$ cat src/core/tcs_pkg.sv
package tcs_pkg;

    // clock and check timing
    localparam int CLK_HZ = 10_000_000;
    localparam int MS_PER_S = 1000;
    localparam int CHECK_MS = 500;
    localparam int CHECK_CYC = CHECK_MS * (CLK_HZ / MS_PER_S);
    localparam int CLEAR_MS = 1500;
    localparam logic [1:0] CLEAR_CHECKS = 2'(CLEAR_MS / CHECK_MS);
    localparam logic [5:0] DUAL_CHECKS = 6'h03;
    localparam int CHECKS_PER_S = MS_PER_S / CHECK_MS;

    // alarm delay setting, seconds
    localparam logic [4:0] DELAY_MIN = 5'h01;
    localparam logic [4:0] DELAY_MAX = 5'h1e;
    localparam logic [4:0] DELAY_RST = 5'h02;

    // register byte addresses
    localparam logic [7:0] ADDR_CTRL = 8'h00;
    localparam logic [7:0] ADDR_DELAY = 8'h04;
    localparam logic [7:0] ADDR_STATUS = 8'h08;
    localparam logic [7:0] ADDR_IRQ_STAT = 8'h0c;
    localparam logic [7:0] ADDR_IRQ_MASK = 8'h10;

    // control fields
    localparam int CTRL_ON = 0;
    localparam int CTRL_DUAL = 1;
    localparam int CTRL_PRESENT = 2;
    localparam int CTRL_ALLOC_TRIP = 3;
    localparam int CTRL_ALLOC_AUX = 4;
    localparam logic [4:0] CTRL_RST = 5'h1e;

    // status fields
    localparam int ST_ALARM = 0;
    localparam int ST_MISMATCH = 1;
    localparam int ST_TRIP_IN = 2;
    localparam int ST_AUX_IN = 3;
    localparam int ST_FAULT = 4;
    localparam int ST_ACTIVE = 5;

    // interrupt fields
    localparam int IRQ_ALARM = 0;
    localparam int IRQ_MISMATCH = 1;

    // sense pin order inside the synchroniser
    localparam int PIN_TRIP = 0;
    localparam int PIN_AUX = 1;
    localparam int PIN_FAULT = 2;

    typedef struct packed {
        logic psel;
        logic penable;
        logic pwrite;
        logic [7:0] paddr;
        logic [31:0] pwdata;
    } tcs_apb_req_s;

    typedef struct packed {
        logic [2:0] sync1;
        logic [2:0] sync2;
        logic [2:0] sync3;
        logic [2:0] filt;
        logic [22:0] presc;
        logic tick;
        logic [5:0] bad_cnt;
        logic [1:0] good_cnt;
        logic alarm;
        logic mismatch;
        logic [4:0] ctrl;
        logic [4:0] delay;
        logic [1:0] irq_stat;
        logic [1:0] irq_mask;
        logic irq;
        logic [31:0] prdata;
        logic pready;
        logic pslverr;
    } tcs_state_s;

endpackage

$ cat src/core/tcs_supervisor.sv
// Behaviour
// - one or two sensing inputs selectable
// - allocation misfit raises mismatch, no supervision
// - dual: trip high open, aux high tripped
// - dual: both inputs low is fault
// - dual: check inputs every 500 ms
// - dual: alarm after three consecutive abnormal checks
// - dual: alarm self-clears after 1.5 s
// - single: input high healthy, low tripping
// - single: persistent low means broken circuit
// - supervision suspended during system fault
// - single: alarm delay 1..30 s, default 2
// - single: alarm self-clears after 1.5 s
// - function present only when configured
// - on/off switch, default off, gates alarms
// - input count setting, default two
`timescale 1ns/1ps
`default_nettype none

module tcs_supervisor
    import tcs_pkg::*;
#(
    parameter int TICK_CYC = CHECK_CYC
) (
    // clock and reset
    input wire logic ref_clk_i,
    input wire logic rst_n_i,
    // apb slave
    input wire tcs_apb_req_s apb_i,
    output logic [31:0] prdata_o,
    output logic pready_o,
    output logic pslverr_o,
    // trip circuit sensing pins
    input wire logic sense_across_trip_contact_i,
    input wire logic sense_across_breaker_aux_i,
    input wire logic fault_active_i,
    // indications
    output logic trip_circuit_fail_o,
    output logic config_mismatch_alarm_o,
    output logic irq_o
);

    tcs_state_s s_r;
    tcs_state_s s_nxt;

    logic dual;
    logic present;
    logic sup_on;
    logic mm;
    logic act;
    logic abnormal;
    logic frozen;
    logic [5:0] limit;
    logic xfer;
    logic rd;
    logic wr;
    logic mapped;
    logic [31:0] rdata;
    logic [4:0] wdelay;

    function automatic logic is_mapped(input logic [7:0] a);
        return a == ADDR_CTRL || a == ADDR_DELAY || a == ADDR_STATUS
            || a == ADDR_IRQ_STAT || a == ADDR_IRQ_MASK;
    endfunction

    function automatic logic [4:0] clamp_delay(input logic [31:0] v);
        if (v < 32'(DELAY_MIN)) begin
            return DELAY_MIN;
        end
        if (v > 32'(DELAY_MAX)) begin
            return DELAY_MAX;
        end
        return v[4:0];
    endfunction

    always_comb begin
        s_nxt = s_r;

        // pins through three flops, accepted once stages two and three agree
        s_nxt.sync1 = {fault_active_i, sense_across_breaker_aux_i,
                       sense_across_trip_contact_i};
        s_nxt.sync2 = s_r.sync1;
        s_nxt.sync3 = s_r.sync2;
        for (int i = 0; i < 3; i++) begin
            if (s_r.sync2[i] == s_r.sync3[i]) begin
                s_nxt.filt[i] = s_r.sync3[i];
            end
        end

        // periodic check tick
        s_nxt.tick = 1'b0;
        if (s_r.presc == 23'(TICK_CYC - 1)) begin
            s_nxt.presc = '0;
            s_nxt.tick = 1'b1;
        end else begin
            s_nxt.presc = s_r.presc + 23'h000001;
        end

        dual = s_r.ctrl[CTRL_DUAL];
        present = s_r.ctrl[CTRL_PRESENT];
        sup_on = s_r.ctrl[CTRL_ON];

        // dual needs both pins allocated, single needs the trip pin
        if (dual) begin
            mm = !(s_r.ctrl[CTRL_ALLOC_TRIP]
                   && s_r.ctrl[CTRL_ALLOC_AUX]);
        end else begin
            mm = !s_r.ctrl[CTRL_ALLOC_TRIP];
        end
        mm = mm && present && sup_on;
        act = present && sup_on && !mm;

        if (dual) begin
            // trip pin high when contact open, aux high when breaker tripped
            abnormal = !s_r.filt[PIN_TRIP]
                && !s_r.filt[PIN_AUX];
            limit = DUAL_CHECKS;
        end else begin
            // trip pin low only while contact closed or circuit broken
            abnormal = !s_r.filt[PIN_TRIP];
            limit = 6'(s_r.delay) * 6'(CHECKS_PER_S);
        end
        frozen = s_r.filt[PIN_FAULT];

        s_nxt.mismatch = mm;

        if (!act) begin
            s_nxt.bad_cnt = '0;
            s_nxt.good_cnt = '0;
            s_nxt.alarm = 1'b0;
        end else if (s_r.tick && !frozen) begin
            if (abnormal) begin
                s_nxt.good_cnt = '0;
                if (s_r.bad_cnt < limit) begin
                    s_nxt.bad_cnt = s_r.bad_cnt + 6'h01;
                end
                if (s_r.bad_cnt + 6'h01 >= limit) begin
                    s_nxt.alarm = 1'b1;
                end
            end else begin
                s_nxt.bad_cnt = '0;
                if (s_r.alarm) begin
                    if (s_r.good_cnt + 2'h1 >= CLEAR_CHECKS) begin
                        s_nxt.alarm = 1'b0;
                        s_nxt.good_cnt = '0;
                    end else begin
                        s_nxt.good_cnt = s_r.good_cnt + 2'h1;
                    end
                end
            end
        end

        // apb: one wait state, answer on the second access cycle
        xfer = apb_i.psel && apb_i.penable && s_r.pready;
        rd = xfer && !apb_i.pwrite;
        wr = xfer && apb_i.pwrite;
        mapped = is_mapped(apb_i.paddr);
        wdelay = clamp_delay(apb_i.pwdata);

        rdata = '0;
        unique case (apb_i.paddr)
            ADDR_CTRL: begin
                rdata[4:0] = s_r.ctrl;
            end
            ADDR_DELAY: begin
                rdata[4:0] = s_r.delay;
            end
            ADDR_STATUS: begin
                rdata[ST_ALARM] = s_r.alarm;
                rdata[ST_MISMATCH] = s_r.mismatch;
                rdata[ST_TRIP_IN] = s_r.filt[PIN_TRIP];
                rdata[ST_AUX_IN] = s_r.filt[PIN_AUX];
                rdata[ST_FAULT] = s_r.filt[PIN_FAULT];
                rdata[ST_ACTIVE] = act;
            end
            ADDR_IRQ_STAT: begin
                rdata[1:0] = s_r.irq_stat;
            end
            ADDR_IRQ_MASK: begin
                rdata[1:0] = s_r.irq_mask;
            end
            default: begin
                rdata = '0;
            end
        endcase

        s_nxt.pready = apb_i.psel && apb_i.penable && !s_r.pready;
        s_nxt.pslverr = s_nxt.pready && !mapped;
        if (s_nxt.pready && !apb_i.pwrite) begin
            s_nxt.prdata = rdata;
        end

        if (wr && apb_i.paddr == ADDR_CTRL) begin
            s_nxt.ctrl = apb_i.pwdata[4:0];
        end
        if (wr && apb_i.paddr == ADDR_DELAY) begin
            s_nxt.delay = wdelay;
        end
        if (wr && apb_i.paddr == ADDR_IRQ_MASK) begin
            s_nxt.irq_mask = apb_i.pwdata[1:0];
        end

        // read clears, a new event in the same cycle wins
        if (rd && apb_i.paddr == ADDR_IRQ_STAT) begin
            s_nxt.irq_stat = '0;
        end
        if (s_nxt.alarm && !s_r.alarm) begin
            s_nxt.irq_stat[IRQ_ALARM] = 1'b1;
        end
        if (mm && !s_r.mismatch) begin
            s_nxt.irq_stat[IRQ_MISMATCH] = 1'b1;
        end
        s_nxt.irq = |(s_r.irq_stat & s_r.irq_mask);
    end

    always_ff @(posedge ref_clk_i or negedge rst_n_i) begin
        if (!rst_n_i) begin
            s_r <= '0;
            s_r.ctrl <= CTRL_RST;
            s_r.delay <= DELAY_RST;
        end else begin
            s_r <= s_nxt;
        end
    end

    assign prdata_o = s_r.prdata;
    assign pready_o = s_r.pready;
    assign pslverr_o = s_r.pslverr;
    assign trip_circuit_fail_o = s_r.alarm;
    assign config_mismatch_alarm_o = s_r.mismatch;
    assign irq_o = s_r.irq;
endmodule

`default_nettype wire

$ cat config.mk
export PLATFORM = sky130hd
export DESIGN_NAME = tcs_supervisor
export DESIGN_NICKNAME = d
export VERILOG_FILES = /design/src/core/tcs_pkg.sv /design/src/core/tcs_supervisor.sv
export SDC_FILE = /design/constraint.sdc
export NUM_CORES = 1
export LEC_CHECK = 0
export BUFFER_PORTS_ARGS = -buffer_cell sky130_fd_sc_hd__buf_4
export CAP_MARGIN = 20
export CORE_ASPECT_RATIO = 2
export CORE_MARGIN = 10
export CORE_UTILIZATION = 49
export CTS_CLUSTER_SIZE = 24
export DETAILED_ROUTE_END_ITERATION = 16
export PLACE_DENSITY = 0.83
export SLEW_MARGIN = 20
export SYNTH_ARGS = -nofsm -noshare
export SYNTH_HDL_FRONTEND = slang
export SYNTH_SLANG_ARGS = --single-unit
$ cat constraint.sdc
create_clock -name ref_clk_i -period 2 [get_ports ref_clk_i]
set_input_delay 0.4 -clock ref_clk_i [delete_from_list [all_inputs] [get_ports ref_clk_i]]
set_output_delay 0.4 -clock ref_clk_i [all_outputs]
set_load 0.005 [all_outputs]
* Yosys cells after proc, flatten, opt, wreduce, memory -nomap -nowiden
Cells that the tools add are included.
Storage, ports and cells: flip-flop bits (word level) 69, latch bits 0, RAM bits 0, ROM bits 0, input port bits 48, output and inout bits 37, memories kept 0
Operators by class: add/sub/neg operators 3, $mul 0, div/mod/pow operators 0, order comparisons 5, equal/unequal tests 11, shifts and indexed selects 0, multiplexer cells 26, bitwise logic cells 1, reduce and logical (&&, ||, !) cells 41
Operator list (number):
- > comparator 32 x 5 -> 1 bit (second input constant) | 1
- less-than comparator 32 x 1 -> 1 bit (second input constant) | 1
- 2-to-1 mux 9 bit | 3
- adder 23 x 1 -> 23 bit (second input constant) | 1
- equality test 23 bit (second input constant) | 1
- 2-to-1 mux 23 bit | 1
- logical AND 1 bit | 20
- 2-to-1 mux 5 bit | 4
- equality test 8 x 4 -> 1 bit (second input constant) | 2
- 2-to-1 mux 6 bit | 2
- zero test 1 bit | 11
- 2-to-1 mux 1 bit | 11
- one-hot mux 2 bit (5 select lines) | 1
- one-hot mux 3 bit (3 select lines) | 1
- equality test 8 x 3 -> 1 bit (second input constant) | 1
- equality test 8 x 5 -> 1 bit (second input constant) | 1
- zero test 8 bit | 1
- adder 6 x 1 -> 6 bit (second input constant) | 1
- greater-or-equal comparator 6 bit | 1
- less-than comparator 6 bit | 1
- inequality test 3 x 2 -> 1 bit (second input constant) | 2
- logical OR 1 bit | 4
- 2-to-1 mux 2 bit | 2
- AND reduction 2 bit | 2
- other kinds (8) | 11

* Depth between registers and ports, before layout
word-level depth 10, mapped depth 9, mapped depth without buffers 8

* Worst setup path after synthesis
OpenSTA, ideal clock, no wires.
kind reg2reg, start register s_r, in the netlist dual, end register s_r[54] (netlist name), arrival 2009 ps, path slack -134 ps, cell stages (with the launch flop) 7, buffers on the path 0, cell sequence dfstp_2 nand2b_1 ha_1 a21o_1 a2111oi_4 a211oi_2 mux2_2
On the way: word-level cells in the longest chain between the ends 7, elaborated cells on any way between the ends 14, classes of those cells order compare: 1; eq/ne: 2; mux: 6; reduce/logical: 5
Ends and longest elaborated chain:
- start, declared | line tcs_supervisor.sv:43 | tcs_state_s s_r;
- start signal, assigned | line tcs_supervisor.sv:222 | s_r <= s_nxt;
- branches (longest 7 deep; another with less-than comparator 6 bit)
Parallel ways; which one is timed is not known. The select of a mux whose other input is x is not followed. A chain may end at the register's enable or synchronous reset.

* Worst setup path in the final report
start register s_r, in the netlist dual, end register s_r[57] (netlist name)
The elaborated chain is that of the path after synthesis.

==> summary.md <==
| Metric | Value |
|---|---|
| Max clock buf depth | 2 |
| Port Buf Inserts | 58 |
| Number of fill cells | 596 |
| Design area | 4940 µm² |
| Most frequent cells in the layout | buf_4 (93), dfrtp_1 (64), conb_1 (26) |
| Setup WS post-layout | -0.147 ns |
| Crit-path max FO | 6 |
| CTS tree | yes |
| Inst Count DP | 539 |
| Clock Sinks | 69 |
| Area of the die | 12100 µm² |
| Area leader, netlist | dfrtp_1 |
| Yosys warns | 0 |
| # nets final | 520 |
| Detailed-placement wirelength estimate | 7920 µm |
| Slowest cell on crit path | dfstp_2 |
| Worst EP arrival | 2.36 ns |
| Setup Skew | 0.00746 ns |
| Area of the core | 7660 µm² |
| Non-filler instance count after layout | 557 |
| Worst slew pin tran | 0.502 ns |
| CTS Root Buffer Type | clkbuf_16 |
| CTS clk-pin slew, worst paths | 0.05 ns |
| Largest net degree at the start of global routing | 31 |
| Share of flip-flops with an asynchronous set or reset | 1.00 |
| Syn_area_per_cell | 10.6 µm² |
| Final Cycle Share | 1.07 |
| Num rows | 45 |
| EDFF count, synth | 0 |
| Vias/cell | 5.62 |
| RD Place Congestion | 0.934 |
| FMAX | 466 MHz |
| Hold Fails Final Rpt | 0 |
| Post-DP Area | 4520 µm² |
| Crit-path cells | nand2b_4 > ha_4 > and2_4 > a2111oi_4 > a211oi_2 > buf_4 > mux2_2 |
| Leakage | 2.31 nW |
| Yosys top cell area share | 0.414 |
| Initial antenna violation count | 0 |
| Pre-Repair DR Iteration Count | 4 |
| Max VDD drop | 0.555 mV |
| Die height | 146 µm |
| Die W | 82.8 µm |
| Number of global-route vias before repair | 3388 |
| 1st-iter DRT viols | 203 |
| Worst Path Required | 2.21 ns |
| Routed Antenna Nets | 0 |
| Seq/Total Area, Yosys | 0.448 |
| Final setup fails | 5 |
| Slowest cell delay on critical path | 0.58 ns |
| Main synth FF type | dfrtp_1 |
| # diodes | 0 |
| Netlist cell types | 62 |
| Violated checks | negative setup slack |
| Total grt overflow | 0 |
| Area Overhead vs Synth | 27.7% |
| Post-DR wirelength/cell | 18.2 µm |
| Register-to-register setup slack | -0.15 ns |
| Final period demand of the worst path | 2.15 ns |
| Critical Path Source Type | register |
| Setup tns final | -0.572 ns |
| First-pass GRT wire length | 16000 µm |
| CTS Buf Count | 9 |
| Outcome | finished with violations |
| Hold Path Class | input pin to register |
| Initial Util | 0.505 |
| CP Capture Type | register |
| # IOs | 85 |
| Yosys reg bits | 69 |
| Ratio of cells with drive above 1 in the final layout | 0.343 |
| Post-Syn Area | 3860 µm² |
| Max-slew headroom | 0.661 |
| Slew Limit Fails | 0 |
| Max Cap Viol | 0 |
| Commonest non-fill, non-tap cell in the layout | buf_4 |
| Top cells by area, synth | dfrtp_1 (41%), buf_4 (6.4%), ha_1 (4.5%), mux2_2 (3.5%), dfstp_2 (3.4%) |
| Routed wire length | 10100 µm |
| P per Cell Area | 624 nW/µm² |
| DRC Markers | 0 |
| Setup CP Type | register to register |
| Clock Latency Late Sink | 0.33 ns |
| RSZ-0062 raised after global routing | yes |
| H-tree depth | 3 |
| Post-synthesis cell count | 365 |
| Vias | 3133 |
| GRT Total Usage | 0.161 |
==> Yosys cell counts, types with 3 or more instances <==
cell type  instances
nor2_1            22
a21oi_1           12
nand2b_1           8
maj3_1             3
a22oi_1            3
a31oi_1            8
nor2b_1            7
inv_1             15
mux2_2            12
mux2i_1            9
nand4_1           11
and3_1             4
nor4_1             9
nor4b_1            6
nand3_1           15
nand2_1           17
xnor2_1           12
dfstp_2            5
a22o_1             3
buf_4             33
o21ai_0            8
nor3b_1            3
dfrtp_1           64
xor2_1             7
ha_1              14
nor3_1             8
==> worst max-delay path, delay by kind of cell, from the launching register on <==
kind                       cells  cell delay [ns]
buffers and inverters          1             0.17
DFF                            1             0.58
AOI/OAI and AO/OA              2             0.50
and+or+nand+nor                2             0.32
muxes                          1             0.27
adders and majority gates      1             0.19
==> power by group <==
| group | internal, W | switching [W] | leakage, nW |
|---|---|---|---|
| Clock | 0.000867 | 0.000551 | 0.129 |
| Sequential | 0.00143 | 0.0000189 | 0.898 |
| Combinational | 0.000111 | 0.000106 | 1.28 |
| Total | 0.00240 | 0.000676 | 2.31 |
==> routing by layer <==
| metal | GRT usage | routed length (µm) | vias to the layer above | part of all wire |
|---|---|---|---|---|
| li1 | - | - | 1460 | - |
| met1 | 0.142 | 3300 | 1534 | 0.33 |
| met2 | 0.303 | 5850 | 99 | 0.58 |
| met3 | 0.0364 | 431 | 40 | 0.043 |
| met4 | 0.118 | 538 | 0 | 0.053 |
| met5 | 0 | 0 | - | 0 |
==> through the flow <==
| step | hold slack, ns | total power (W) | worst slack [ns] | utilization |
|---|---|---|---|---|
| after CTS | 0.170 | 0.00311 | -0.149 | 0.630 |
| after global placement | 0.316 | 0.00167 | -0.124 | 0.590 |
| after floorplan | 0.104 | 0.00158 | -0.107 | - |
| final | 0.179 | 0.00308 | -0.147 | 0.645 |
| after global routing | 0.173 | 0.00320 | -0.213 | 0.645 |
| after detailed placement | 0.322 | 0.00168 | -0.151 | 0.590 |
==> area by class of cell <==
class                   instances  area, µm²  area share
clock inverters                 4       25.0     0.00507
well taps                      94        118      0.0238
repair buffers                 95        728       0.147
multi-input cells             268       2030       0.411
flip-flops and latches         69       1730       0.351
inverters                      15       56.3      0.0114
clock buffers                  12        246      0.0499
==> timing repair <==
action                                  4_1_cts  5_1_grt
setup buffers                                 2        1
endpoints found under the setup margin        8        8
gates resized for setup                       4       16
endpoints found under the hold margin        22        0
hold buffers                                  1        0
pin swaps                                     1        6
==> cell families after synthesis <==
| kind of cell | after synthesis | synth area share |
|---|---|---|
| simple gates | 129 | 0.200 |
| compound gates | 55 | 0.103 |
| xor+xnor | 19 | 0.0431 |
| other cells | 1 | 0.000970 |
| mux | 22 | 0.0622 |
| flops | 69 | 0.448 |
| buf+inv | 53 | 0.0890 |
| fa+ha+maj | 17 | 0.0531 |
==> flip-flops by register name, indices dropped and copies added, names as in the netlist <==
register / cells
pready_o: 1
irq_o: 1
s_nxt: 6
prdata_o: 6
pslverr_o: 1
s_r: 49
trip_circuit_fail_o: 1
frozen: 1
config_mismatch_alarm_o: 1
present: 1
dual: 1
==> worst paths after layout <==
path | from | endpoint | depth (start not counted)
max | dual | s_r[57] | 7
min | sense_across_trip_contact_i | s_nxt[89] | 1
max reg2reg | dual | s_r[57] | 7
min reg2reg | s_nxt[91] | s_nxt[88] | 0
max in group asynchronous | rst_n_i | s_r[40] | 3
min in group asynchronous | rst_n_i | s_r[63] | 2
Power figures use the tool's default switching activity.
